<file path="src/sdc_map.svh">
`ifndef SDC_MAP_SVH
`define SDC_MAP_SVH
// ----------------------------------------------------------------
// shift register layout
// ----------------------------------------------------------------
`define SDC_SHIFT_W 14
`define SDC_TSEL_W 3
`define SDC_OUTDIV_W 2
`define SDC_LOOP_W 9
`define SDC_TSEL_MSB 13
`define SDC_TSEL_LSB 11
`define SDC_OUTDIV_MSB 10
`define SDC_OUTDIV_LSB 9
`define SDC_LOOP_MSB 8
`define SDC_LOOP_LSB 0
// ----------------------------------------------------------------
// reset values (pins idle high through pullups)
// ----------------------------------------------------------------
`define SDC_SHIFT_RST 14'h0000
`define SDC_LOOP_RST 9'h1ff
`define SDC_OUTDIV_RST 2'h3
`define SDC_TSEL_RST 3'h0
`define SDC_OUTCNT_RST 3'h0
// ----------------------------------------------------------------
// output divider half periods, in source ticks
// ----------------------------------------------------------------
`define SDC_HALF_DIV2 3'h1
`define SDC_HALF_DIV4 3'h2
`define SDC_HALF_DIV8 3'h4
// reference predivider ahead of the phase detector
`define SDC_REF_PREDIV 8
`endif

</file>
<file path="src/sdc_pkg.sv">
`include "sdc_map.svh"
package sdc_pkg;
	// ----------------------------------------------------------------
	// test output selections
	// ----------------------------------------------------------------
	typedef enum logic [`SDC_TSEL_W-1:0] {
		SDC_T_SHIFT_OUT = 3'h0,
		SDC_T_HIGH = 3'h1,
		SDC_T_REF_TAP = 3'h2,
		SDC_T_LOOP_CNT = 3'h3,
		SDC_T_SYNTH = 3'h4,
		SDC_T_LOW = 3'h5,
		SDC_T_BYPASS = 3'h6,
		SDC_T_SYNTH_DIV4 = 3'h7
	} sdc_tsel_t;
	// ----------------------------------------------------------------
	// output divider select codes
	// ----------------------------------------------------------------
	typedef enum logic [`SDC_OUTDIV_W-1:0] {
		SDC_DIV2 = 2'h0,
		SDC_DIV4 = 2'h1,
		SDC_DIV8 = 2'h2,
		SDC_DIV1 = 2'h3
	} sdc_outdiv_t;
	// whole state of the configuration core except the loop counter
	typedef struct packed {
		logic [`SDC_SHIFT_W-1:0] shift; // serial shift register
		logic [`SDC_LOOP_W-1:0] loop_div; // active loop divider
		sdc_outdiv_t out_div; // active output divider
		sdc_tsel_t tsel; // active test select
		logic sclk_q; // previous serial clock level
		logic pload_q; // previous parallel strobe level
		logic src_q; // previous divider source level
		logic [2:0] out_cnt; // output divider tick count
		logic synth; // synthesized output
		logic div4_half; // second synth edge marker
		logic synth_div4; // synth divided by four
		logic test; // test output
	} sdc_core_state_t;
endpackage : sdc_pkg

</file>
<file path="src/sdc_loop_counter.sv">
`include "sdc_map.svh"
module sdc_loop_counter #(
	parameter int W = `SDC_LOOP_W
) (
	input wire logic clock_in,
	input wire logic sys_rst_in,
	input wire logic tick_in,
	input wire logic [W-1:0] modulus_in,
	output logic pulse_out
);
	// ----------------------------------------------------------------
	// state
	// ----------------------------------------------------------------
	typedef struct packed {
		logic [W-1:0] cnt; // ticks since last pulse
		logic pulse; // high for one source period
	} sdc_lc_state_t;
	sdc_lc_state_t cur;
	sdc_lc_state_t next_cur;
	generate
		if (W < 2)
		begin : g_bad_w
			$error("loop counter width too small");
		end
	endgenerate
	// ----------------------------------------------------------------
	// counting
	// ----------------------------------------------------------------
	// pulse style output, not 50 percent: cheap and glitch free [RULE17]
	always_comb
	begin
		next_cur = cur;
		if (tick_in)
		begin
			// a modulus of zero or one behaves as one
			if (modulus_in <= W'(1) || cur.cnt >= modulus_in - W'(1))
			begin
				next_cur.cnt = '0;
				next_cur.pulse = 1'b1;
			end
			else
			begin
				next_cur.cnt = cur.cnt + W'(1);
				next_cur.pulse = 1'b0;
			end
		end
	end
	// state register
	always_ff @(posedge clock_in or posedge sys_rst_in)
	begin
		if (sys_rst_in)
			cur <= '0;
		else
			cur <= next_cur;
	end
	assign pulse_out = cur.pulse;
endmodule : sdc_loop_counter

</file>
<file path="src/sdc_config_core.sv">
// Functional notes
// [RULE1] parallel strobe rise captures loop and output divider
// [RULE2] parallel strobe low: pins flow straight through
// [RULE3] serial data sampled by serial clock into register
// [RULE4] one shift per serial clock rising edge
// [RULE5] controller keeps parallel strobe high while loading serially; t_refuse shifts and commits a frame with it low
// [RULE6] stream order: test, output divider, loop divider
// [RULE7] each field sent most significant bit first
// [RULE8] commit strobe falling edge loads shifted values
// [RULE9] commit strobe high: latches follow shift register
// [RULE10] output select 00/01/10/11 divides 2/4/8/1
// [RULE11] output is reference/8 times loop over output
// [RULE12] controller keeps loop divider within 200 to 400; t_bypass commits a loop divider of 4
// [RULE13] parallel strobe low forces test select zero
// [RULE14] test select only settable over serial stream
// [RULE15] test select picks the test output source
// [RULE16] bypass: serial clock drives both dividers
// [RULE17] bypass loop counter output need not be 50 percent
// [RULE18] parallel strobe low shows first test bit
// [RULE19] controller limits serial clock to 10 MHz; ser_frame shifts with a 9 cycle period, about 11 MHz
// [RULE20] controller retunes in small frequency steps
// [RULE21] shifting alone never changes active settings
`include "sdc_map.svh"
module sdc_config_core #(
	parameter int LOOP_W = `SDC_LOOP_W,
	parameter int SHIFT_W = `SDC_SHIFT_W
) (
	input wire logic clock_in,
	input wire logic sys_rst_in,
	input wire logic serial_clock_in, // shift clock, also bypass clock
	input wire logic serial_data_in, // serial bit stream
	input wire logic serial_commit_in, // commit strobe, active high
	input wire logic parallel_strobe_in, // capture strobe, low = transparent
	input wire logic [LOOP_W-1:0] loop_div_pins_in,
	input wire logic [`SDC_OUTDIV_W-1:0] out_div_pins_in,
	input wire logic vco_clock_in, // oscillator level, sampled
	input wire logic reference_tap_in, // divided reference level
	output logic synthesized_output_out,
	output logic test_out,
	output logic loop_counter_output_out,
	output logic [LOOP_W-1:0] loop_div_out,
	output logic [`SDC_OUTDIV_W-1:0] out_div_out,
	output logic [`SDC_TSEL_W-1:0] test_sel_out
);
	// ----------------------------------------------------------------
	// elaboration checks
	// ----------------------------------------------------------------
	generate
		if (LOOP_W != `SDC_LOOP_W || SHIFT_W != `SDC_SHIFT_W)
		begin : g_bad_widths
			$error("field layout is fixed at 3+2+9 bits");
		end
	endgenerate
	// ----------------------------------------------------------------
	// state and edge terms
	// ----------------------------------------------------------------
	sdc_pkg::sdc_core_state_t cur;
	sdc_pkg::sdc_core_state_t next_cur;
	logic bypass; // test select is divider bypass
	logic src; // level that feeds both dividers
	logic tick; // source rising edge
	logic sclk_rise; // serial clock rising edge
	logic pload_rise; // parallel strobe low to high
	logic loop_pulse; // loop counter output
	logic [2:0] half; // output divider half period
	assign bypass = (cur.tsel == sdc_pkg::SDC_T_BYPASS);
	// bypass swaps the source; a switch may cut one source period short
	assign src = bypass ? serial_clock_in : vco_clock_in; // [RULE16]
	assign tick = src & ~cur.src_q;
	assign sclk_rise = serial_clock_in & ~cur.sclk_q; // [RULE4]
	assign pload_rise = parallel_strobe_in & ~cur.pload_q;
	// ----------------------------------------------------------------
	// loop counter, fed by the same source as the output divider
	// ----------------------------------------------------------------
	sdc_loop_counter #(
		.W(LOOP_W)
	) u_loop (
		.clock_in(clock_in),
		.sys_rst_in(sys_rst_in),
		.tick_in(tick),
		.modulus_in(cur.loop_div),
		.pulse_out(loop_pulse)
	);
	// half period per output select
	always_comb
	begin
		half = `SDC_HALF_DIV2;
		unique case (cur.out_div)
			sdc_pkg::SDC_DIV2: half = `SDC_HALF_DIV2; // [RULE10]
			sdc_pkg::SDC_DIV4: half = `SDC_HALF_DIV4;
			sdc_pkg::SDC_DIV8: half = `SDC_HALF_DIV8;
			sdc_pkg::SDC_DIV1: half = `SDC_HALF_DIV2; // unused, source passes through
		endcase
	end
	// ----------------------------------------------------------------
	// next state
	// ----------------------------------------------------------------
	always_comb
	begin
		next_cur = cur;
		next_cur.sclk_q = serial_clock_in;
		next_cur.pload_q = parallel_strobe_in;
		next_cur.src_q = src;
		// shift in at the bottom so the first bit ends at the top [RULE7]
		if (sclk_rise)
			next_cur.shift = {cur.shift[SHIFT_W-2:0], serial_data_in}; // [RULE3]
		// settings: parallel path has priority over serial
		if (!parallel_strobe_in)
		begin
			// transparent parallel latches [RULE2]
			next_cur.loop_div = loop_div_pins_in;
			next_cur.out_div = sdc_pkg::sdc_outdiv_t'(out_div_pins_in);
			// test bits held at zero, no parallel route to them [RULE13]
			next_cur.tsel = sdc_pkg::SDC_T_SHIFT_OUT; // [RULE14]
		end
		else if (pload_rise)
		begin
			// capture the pins on the strobe edge [RULE1]
			next_cur.loop_div = loop_div_pins_in;
			next_cur.out_div = sdc_pkg::sdc_outdiv_t'(out_div_pins_in);
		end
		else if (serial_commit_in)
		begin
			// follow the register while high; last value stays at the fall [RULE9]
			next_cur.tsel = sdc_pkg::sdc_tsel_t'(cur.shift[`SDC_TSEL_MSB:`SDC_TSEL_LSB]); // [RULE6]
			next_cur.out_div = sdc_pkg::sdc_outdiv_t'(
				cur.shift[`SDC_OUTDIV_MSB:`SDC_OUTDIV_LSB]); // [RULE8]
			next_cur.loop_div = cur.shift[`SDC_LOOP_MSB:`SDC_LOOP_LSB];
		end
		// otherwise shifting leaves the active settings alone [RULE21]
		// output divider, 50 percent for the even ratios [RULE11]
		if (cur.out_div == sdc_pkg::SDC_DIV1)
		begin
			next_cur.synth = src;
			next_cur.out_cnt = `SDC_OUTCNT_RST;
		end
		else if (tick)
		begin
			if (cur.out_cnt >= half - 3'h1)
			begin
				next_cur.synth = ~cur.synth;
				next_cur.out_cnt = `SDC_OUTCNT_RST;
			end
			else
				next_cur.out_cnt = cur.out_cnt + 3'h1;
		end
		// divide synth by four: toggle on every second rising edge
		if (next_cur.synth & ~cur.synth)
		begin
			next_cur.div4_half = ~cur.div4_half;
			if (cur.div4_half)
				next_cur.synth_div4 = ~cur.synth_div4;
		end
		// test output source [RULE15]
		unique case (cur.tsel)
			// latch held reset while strobe low shows the top bit [RULE18]
			sdc_pkg::SDC_T_SHIFT_OUT: next_cur.test = cur.shift[SHIFT_W-1];
			sdc_pkg::SDC_T_HIGH: next_cur.test = 1'b1;
			sdc_pkg::SDC_T_REF_TAP: next_cur.test = reference_tap_in;
			sdc_pkg::SDC_T_LOOP_CNT: next_cur.test = loop_pulse;
			sdc_pkg::SDC_T_SYNTH: next_cur.test = cur.synth;
			sdc_pkg::SDC_T_LOW: next_cur.test = 1'b0;
			sdc_pkg::SDC_T_BYPASS: next_cur.test = loop_pulse; // [RULE16]
			sdc_pkg::SDC_T_SYNTH_DIV4: next_cur.test = cur.synth_div4;
		endcase
		if (!parallel_strobe_in)
			next_cur.test = cur.shift[SHIFT_W-1]; // [RULE18]
	end
	// ----------------------------------------------------------------
	// state register
	// ----------------------------------------------------------------
	always_ff @(posedge clock_in or posedge sys_rst_in)
	begin
		if (sys_rst_in)
		begin
			cur <= '0;
			cur.shift <= `SDC_SHIFT_RST;
			cur.loop_div <= `SDC_LOOP_RST;
			cur.out_div <= sdc_pkg::sdc_outdiv_t'(`SDC_OUTDIV_RST);
			cur.tsel <= sdc_pkg::sdc_tsel_t'(`SDC_TSEL_RST);
			cur.out_cnt <= `SDC_OUTCNT_RST;
		end
		else
			cur <= next_cur;
	end
	// outputs, all from flip-flops
	assign synthesized_output_out = cur.synth;
	assign test_out = cur.test;
	assign loop_counter_output_out = loop_pulse;
	assign loop_div_out = cur.loop_div;
	assign out_div_out = cur.out_div;
	assign test_sel_out = cur.tsel;
endmodule : sdc_config_core

</file>
<file path="config.mk">
export PLATFORM = sky130hd
export DESIGN_NAME = sdc_config_core
export DESIGN_NICKNAME = d
export VERILOG_FILES = /design/src/sdc_pkg.sv /design/src/sdc_loop_counter.sv /design/src/sdc_config_core.sv
export VERILOG_INCLUDE_DIRS = /design/src
export SDC_FILE = /design/constraint.sdc
export NUM_CORES = 1
export LEC_CHECK = 0
export ABC_CLOCK_PERIOD_IN_PS = 3150
export BUFFER_PORTS_ARGS = -buffer_cell sky130_fd_sc_hd__buf_2
export CAP_MARGIN = 20
export CORE_UTILIZATION = 58
export CTS_CLUSTER_SIZE = 10
export DETAILED_ROUTE_END_ITERATION = 7
export GPL_TIMING_DRIVEN = 0
export HOLD_SLACK_MARGIN = 0.02
export PLACE_DENSITY_LB_ADDON = 0.3
export SYNTH_ARGS = -nofsm -noshare
export SYNTH_HDL_FRONTEND = slang
export SYNTH_HIERARCHICAL = 1
export SYNTH_SLANG_ARGS = --single-unit
</file>
<file path="constraint.sdc">
create_clock -name clock_in -period 3.15 [get_ports clock_in]
set_input_delay 0.315 -clock clock_in [delete_from_list [all_inputs] [get_ports clock_in]]
set_output_delay 0.315 -clock clock_in [all_outputs]
set_load 0.005 [all_outputs]
</file>
; Word-level counts from Yosys, hierarchy flattened
; Cells that the tools add are included.
[word_totals]
register_bits = 48
in_bits = 19
word_cells = 65
latchBits = 0
out_inout_bits = 17
ramBits = 0
n_memories = 0
rom_bits = 0
[op_classes]
bitwise_logic = 10
mux = 13
n_reduce_logical = 8
shift = 0
n_div = 0
eq_ne = 13
addsub = 4
multipliers = 0
n_lt_le_gt_ge = 3
[op_table]
columns = cell, n
row1 = two-way mux 14 bit, 2
row2 = "equality test 3 bit, second input constant", 4
row3 = two-way mux 11 bit, 1
row4 = two-way mux 10 bit, 1
row5 = "adder 9 x 1 -> 9 bit, second input constant", 1
row6 = >= comparator 9 bit, 1
row7 = "less-or-equal comparator 9 x 1 -> 1 bit, second input constant", 1
row8 = case mux 3 bit (3 select lines), 1
row9 = "subtractor 9 x 1 -> 9 bit, second input constant", 1
row10 = two-way mux 4 bit, 2
row11 = case mux 1 bit (7 select lines), 1
row12 = "equality test 3 x 2 -> 1 bit, second input constant", 2
row13 = two-way mux 3 bit, 2
row14 = NOT 1 bit, 6
row15 = bitwise AND 1 bit, 4
row16 = "equality test 2 bit, second input constant", 2
row17 = "!= test 2 bit, second input constant", 2
row18 = AND reduction 2 bit, 2
row19 = OR reduction 2 bit, 2
row20 = "adder 3 x 1 -> 3 bit, second input constant", 1
row21 = "equality test 3 x 1 -> 1 bit, second input constant", 1
row22 = >= comparator 3 bit, 1
row23 = logical NOT 3 bit, 1
row24 = two-way mux 1 bit, 3
row25 = other kinds (6), 6

; Depth between registers and ports, before layout
[depth]
word_depth = 10
depth_mapped = 11
depth_no_buf = 11

; Hierarchy
; The synthesis kept the hierarchy.
[by_module_without_submodules]
columns = module, area_per_inst_um2, n_inst, cells_each, seq_area_each_um2
row1 = sdc_config_core, 1914.3, 1, 169, 964.7
row2 = sdc_loop_counter, 880.8, 1, 100, 250.2

; Worst setup path before layout
; OpenSTA, ideal clock, no wires.
[synth_timing]
path_type = register to register
from = register cur (netlist bit loop_div_out[5])
to = register u_loop/cur[5] in the netlist's numbering
path_buffers = 0
setup_time_ps = 86
t_required_ps = 3064
path_stages_with_launch = 11
period_less_slack_ps = 2548
arrival_time_ps = 2462
path_slack_ps = 602
cell_sequence = dfstp_2 -> or4_4 -> nor3_4 -> nand2_1 -> xor2_1 -> ha_1 -> a21oi_1 -> o21ai_0 -> a211oi_4 -> nand2_4 -> o221ai_2
[synth_between]
elab_chain_cells = 4
elab_cells_between_ends = 5
classes_between = add/sub (1) / order compare (2) / mux (1) / reduce/logical (1)
[synth_rtl]
columns = element, line_no
row1 = start: declaration, sdc_config_core.sv:57  ; sdc_pkg::sdc_core_state_t cur;
row2 = start signal: assignment, sdc_config_core.sv:184  ; cur <= next_cur;
row3 = subtractor 9 x 1 -> 9 bit, sdc_loop_counter.sv:36  ; if (modulus_in <= W'(1) || cur.cnt >= modulus_in - W'(1))
row4 = >= comparator 9 bit, sdc_loop_counter.sv:36
row5 = logical OR 1 bit *, sdc_loop_counter.sv:36
row6 = two-way mux 10 bit *, sdc_loop_counter.sv:36
row7 = end signal: assignment, sdc_loop_counter.sv:54  ; cur <= next_cur;
row8 = end: declaration, sdc_loop_counter.sv:18  ; sdc_lc_state_t cur;
; Every way passes the cells marked *; elsewhere a longest branch is shown, timed or not.
; A chain may end at the register's enable or synchronous reset.

; Worst setup path after layout
[layout_timing]
from = register cur (netlist bit loop_div_out[5])
to = register u_loop/cur[2] in the netlist's numbering
; Same word-level chain as after synthesis.

==> results.sh <==
export IMPL_min_to="cur[9]$_DFF_PP0_"
export IMPL_synth_top_cell_by_area="dfrtp_1"
export IMPL_core_area_um2=4504
export IMPL_grt_pass1_vias=1896
export IMPL_highest_layer="met4"
export IMPL_antenna_found_initial=0
export IMPL_final_setup_tns_ns=0
export IMPL_wl_met2_mm=2.531
export IMPL_clock_fmax_mhz=351.5
export IMPL_yosys_warnings=6
export IMPL_yosysUniqueCellTypes=47
export IMPL_cp_max_fo=6
export IMPL_drtIter0Drc=170
export IMPL_nFillCells=352
export IMPL_ir_worst_vdd_uv=374.4
export IMPL_synthFlopType="dfrtp_1"
export IMPL_arrival_ns=3.06
export IMPL_holdPathStages=1
export IMPL_register_area_um2=1215
export IMPL_critPathKind="flip-flop to flip-flop"
export IMPL_gr_total_overflow=0
export IMPL_synth_seq_area_share_pct=43.46
export IMPL_rows=24
export IMPL_grt_use_total_pct=23.16
export IMPL_synth_xor_area_share_pct=4.073
export IMPL_worstPathRequired_ns=3.37
export IMPL_dp_hpwl_mm=3.861
export IMPL_syn_to_final_growth_pct=12.76
export IMPL_synthMuxAreaShare_pct=10.34
export IMPL_drt_met1_wl_mm=2.553
export IMPL_synthTopCellsByCount="dfrtp_1 (37), nor2_1 (21), a21oi_1 (20)"
export IMPL_ioPinCount=36
export IMPL_clkTransAtPathRegs_ns=0.09
export IMPL_firstDrtPassIters=4
export IMPL_start_util_pct=62.06
export IMPL_setup_viol=0
export IMPL_io_buffer_count=34
export IMPL_cts_tree="yes"
export IMPL_status="complete, no violations"
export IMPL_r2r_start="loop_div_out[5]$_DFFE_PP1P_"
export IMPL_synthSimpleGateAreaFrac_pct=13.29
export IMPL_wl_met3_um=222
export IMPL_worstSkewPairLatency_ns=0.30
export IMPL_cts_sink_count=48
export IMPL_die_w_um=71.42
export IMPL_maxCapViolations=0
export IMPL_synth_area_um2=2795
export IMPL_hold_viol_final=0
export IMPL_clock_tree_buffer_depth=2
export IMPL_grt_max_degree=39
export IMPL_skew_ns=0.005054
export IMPL_final_area_um2=3152
export IMPL_numCtsBuffers=5
export IMPL_diodes=0
export IMPL_routabilityCongestion=0.7986
export IMPL_min_from="serial_clock_in"
export IMPL_cp_end_kind="flip-flop"
export IMPL_synth_area_leaders="dfrtp_1 (33%), dfstp_2 (10%), ha_1 (8.5%)"
export IMPL_postPlaceCellArea_um2=3030
export IMPL_ant_nets=0
export IMPL_drive_above_1_share_pct=31.09
export IMPL_htree_levels=2
export IMPL_start_kind="flip-flop"
export IMPL_multi_input_area_um2=1376
export IMPL_synth_top_cell_area_share_pct=33.12
export IMPL_rr_endpoint="u_loop/cur[2]$_DFFE_PP0P_"
export IMPL_final_nets=349
export IMPL_synth_top_family_by_area="simple AND/OR/NAND/NOR gates"
export IMPL_regToRegSetupSlack_ns=0.30
export IMPL_p_leak_nw=1.486
export IMPL_period_share_pct=90.33
export IMPL_grt_pass1_wl_mm=9.190
export IMPL_yosys_area_share_adder_pct=8.505
export IMPL_clockRootBuffer="clkbuf_8"
export IMPL_period_minus_slack_ns=2.845
export IMPL_wirelength_mm=5.358
export IMPL_finish_utilization_pct=69.97
export IMPL_rsz0062_at_grt="false"
export IMPL_yosysMostFrequentCell="dfrtp_1"
export IMPL_synth_compound_area_share_pct=13.03
export IMPL_avgSynthCellArea_um2=10.39
export IMPL_hold_class="input pin to flip-flop"
export IMPL_dieArea_um2=5101
export IMPL_pwr_density_cell_nw_per_um2=681.2
export IMPL_tightest_slew_ns=0.7660
export IMPL_post_cts_buffers=0
export IMPL_avgViaCountPerCell=5.665
export IMPL_maxSlewViolCount=0
export IMPL_wl_per_cell_um=14.72
export IMPL_synth_cells=269
export IMPL_synth_edf_count=0
export IMPL_r2r_cells=10
export IMPL_num_vias=2062
export IMPL_syn_nets=307
export IMPL_die_y_um=71.42
export IMPL_ys_ff_latch=48
export IMPL_async_reset_ff_share_pct=100.0
export IMPL_drc=0
export IMPL_maxSlewHeadroom_pct=48.86
## cell type report
| class | count | share of cell area, % |
|---|---|---|
| Clock inverter | 3 | 1.350 |
| Sequential cell | 48 | 38.55 |
| Inverter | 16 | 1.906 |
| Multi-Input combinational cell | 183 | 43.67 |
| Clock buffer | 5 | 2.183 |
| Tap cell | 52 | 2.064 |
| Timing Repair Buffer | 35 | 5.717 |
| Buffer | 22 | 4.565 |
## how the worst max path moves through the flow
stage	startpoint	endpoint	slack, ns	cells after the start
2_1_floorplan	loop_div_out[5]$_DFFE_PP1P_	u_loop/cur[5]$_DFFE_PP0P_	0.60	10
3_5_place_dp	loop_div_out[5]$_DFFE_PP1P_	u_loop/cur[5]$_DFFE_PP0P_	0.36	10
4_1_cts	loop_div_out[5]$_DFFE_PP1P_	u_loop/cur[5]$_DFFE_PP0P_	0.31	10
6_report	loop_div_out[5]$_DFFE_PP1P_	u_loop/cur[2]$_DFFE_PP0P_	0.30	10
5_1_grt	loop_div_out[5]$_DFFE_PP1P_	u_loop/cur[6]$_DFFE_PP0P_	0.13	10
3_3_place_gp	loop_div_out[5]$_DFFE_PP1P_	u_loop/cur[5]$_DFFE_PP0P_	0.42	10
## placed cells by master, fill, tap and decap left out, types with 7 or more instances in the layout
cell type | netlist | layout
nand3_1 | 12 | 12
ha_1 | 19 | 19
a21oi_1 | 20 | 20
inv_1 | 16 | 15
nand2_1 | 12 | 12
xor2_1 | 7 | 7
buf_2 | 4 | 38
nor2_1 | 21 | 21
dfrtp_1 | 37 | 37
mux2_2 | 15 | 15
mux2i_1 | 12 | 12
buf_4 | 15 | 15
dfstp_2 | 11 | 11
## power breakdown
| part | leakage [nW] | internal (W) | switching [W] | total [W] |
|---|---|---|---|---|
| Clock | 0.0541 | 0.000235 | 0.000208 | 0.000443 |
| Sequential | 0.570 | 0.000812 | 0.000192 | 0.00100 |
| Combinational | 0.862 | 0.000358 | 0.000342 | 0.000699 |
| Total | 1.49 | 0.00140 | 0.000742 | 0.00215 |
## layer usage
metal	GRT usage, %	up-vias
li1	-	1022
met1	32.10	977
met2	37.46	57
met3	4.641	6
met4	6.000	0
met5	0	-
## metrics by stage
step                setup WS [ns]  cells  power (W)  hold slack [ns]
finish                     0.3047    364   0.002147           0.1637
global route               0.1270    364   0.002303           0.1608
CTS                        0.3138    364   0.002154           0.1555
detailed placement         0.3604    355   0.001701           0.3256
global placement           0.4216    355   0.001657           0.3106
floorplan                  0.6019    269   0.001502           0.1552
## critical path, stage by stage, from the launching register on
cell	delay [ns]
dfstp_2	0.41
or4_4	0.56
nor3_4	0.19
nand2_1	0.10
xor2_1	0.15
ha_1	0.31
a21oi_1	0.15
o21ai_0	0.15
a211oi_4	0.43
nand2_4	0.13
o22ai_1	0.17
## repair_timing
| item | CTS | global route |
|---|---|---|
| hold buffers | 1 | 0 |
| endpoints found under the hold margin | 10 | 0 |
| resized for setup | 0 | 0 |
## logic make-up (layout without fill, tap and decap cells)
group / Yosys count / in the layout
muxes: 27 / 27
adders and majority gates: 19 / 19
and+or+nand+nor: 71 / 71
AOI/OAI and AO/OA: 53 / 53
DFF: 48 / 48
xor gates and xnor gates: 13 / 13
buffers and inverters: 38 / 81
## state kept, by name, summed over array words and instances (netlist names)
register                cells
out_div_out                 2
loop_div_out                9
test_out                    1
synthesized_output_out      1
cur                        22
test_sel_out                3
u_loop/cur                  9
u_loop/pulse_out            1
No activity file was read; power rests on OpenSTA's default activity.
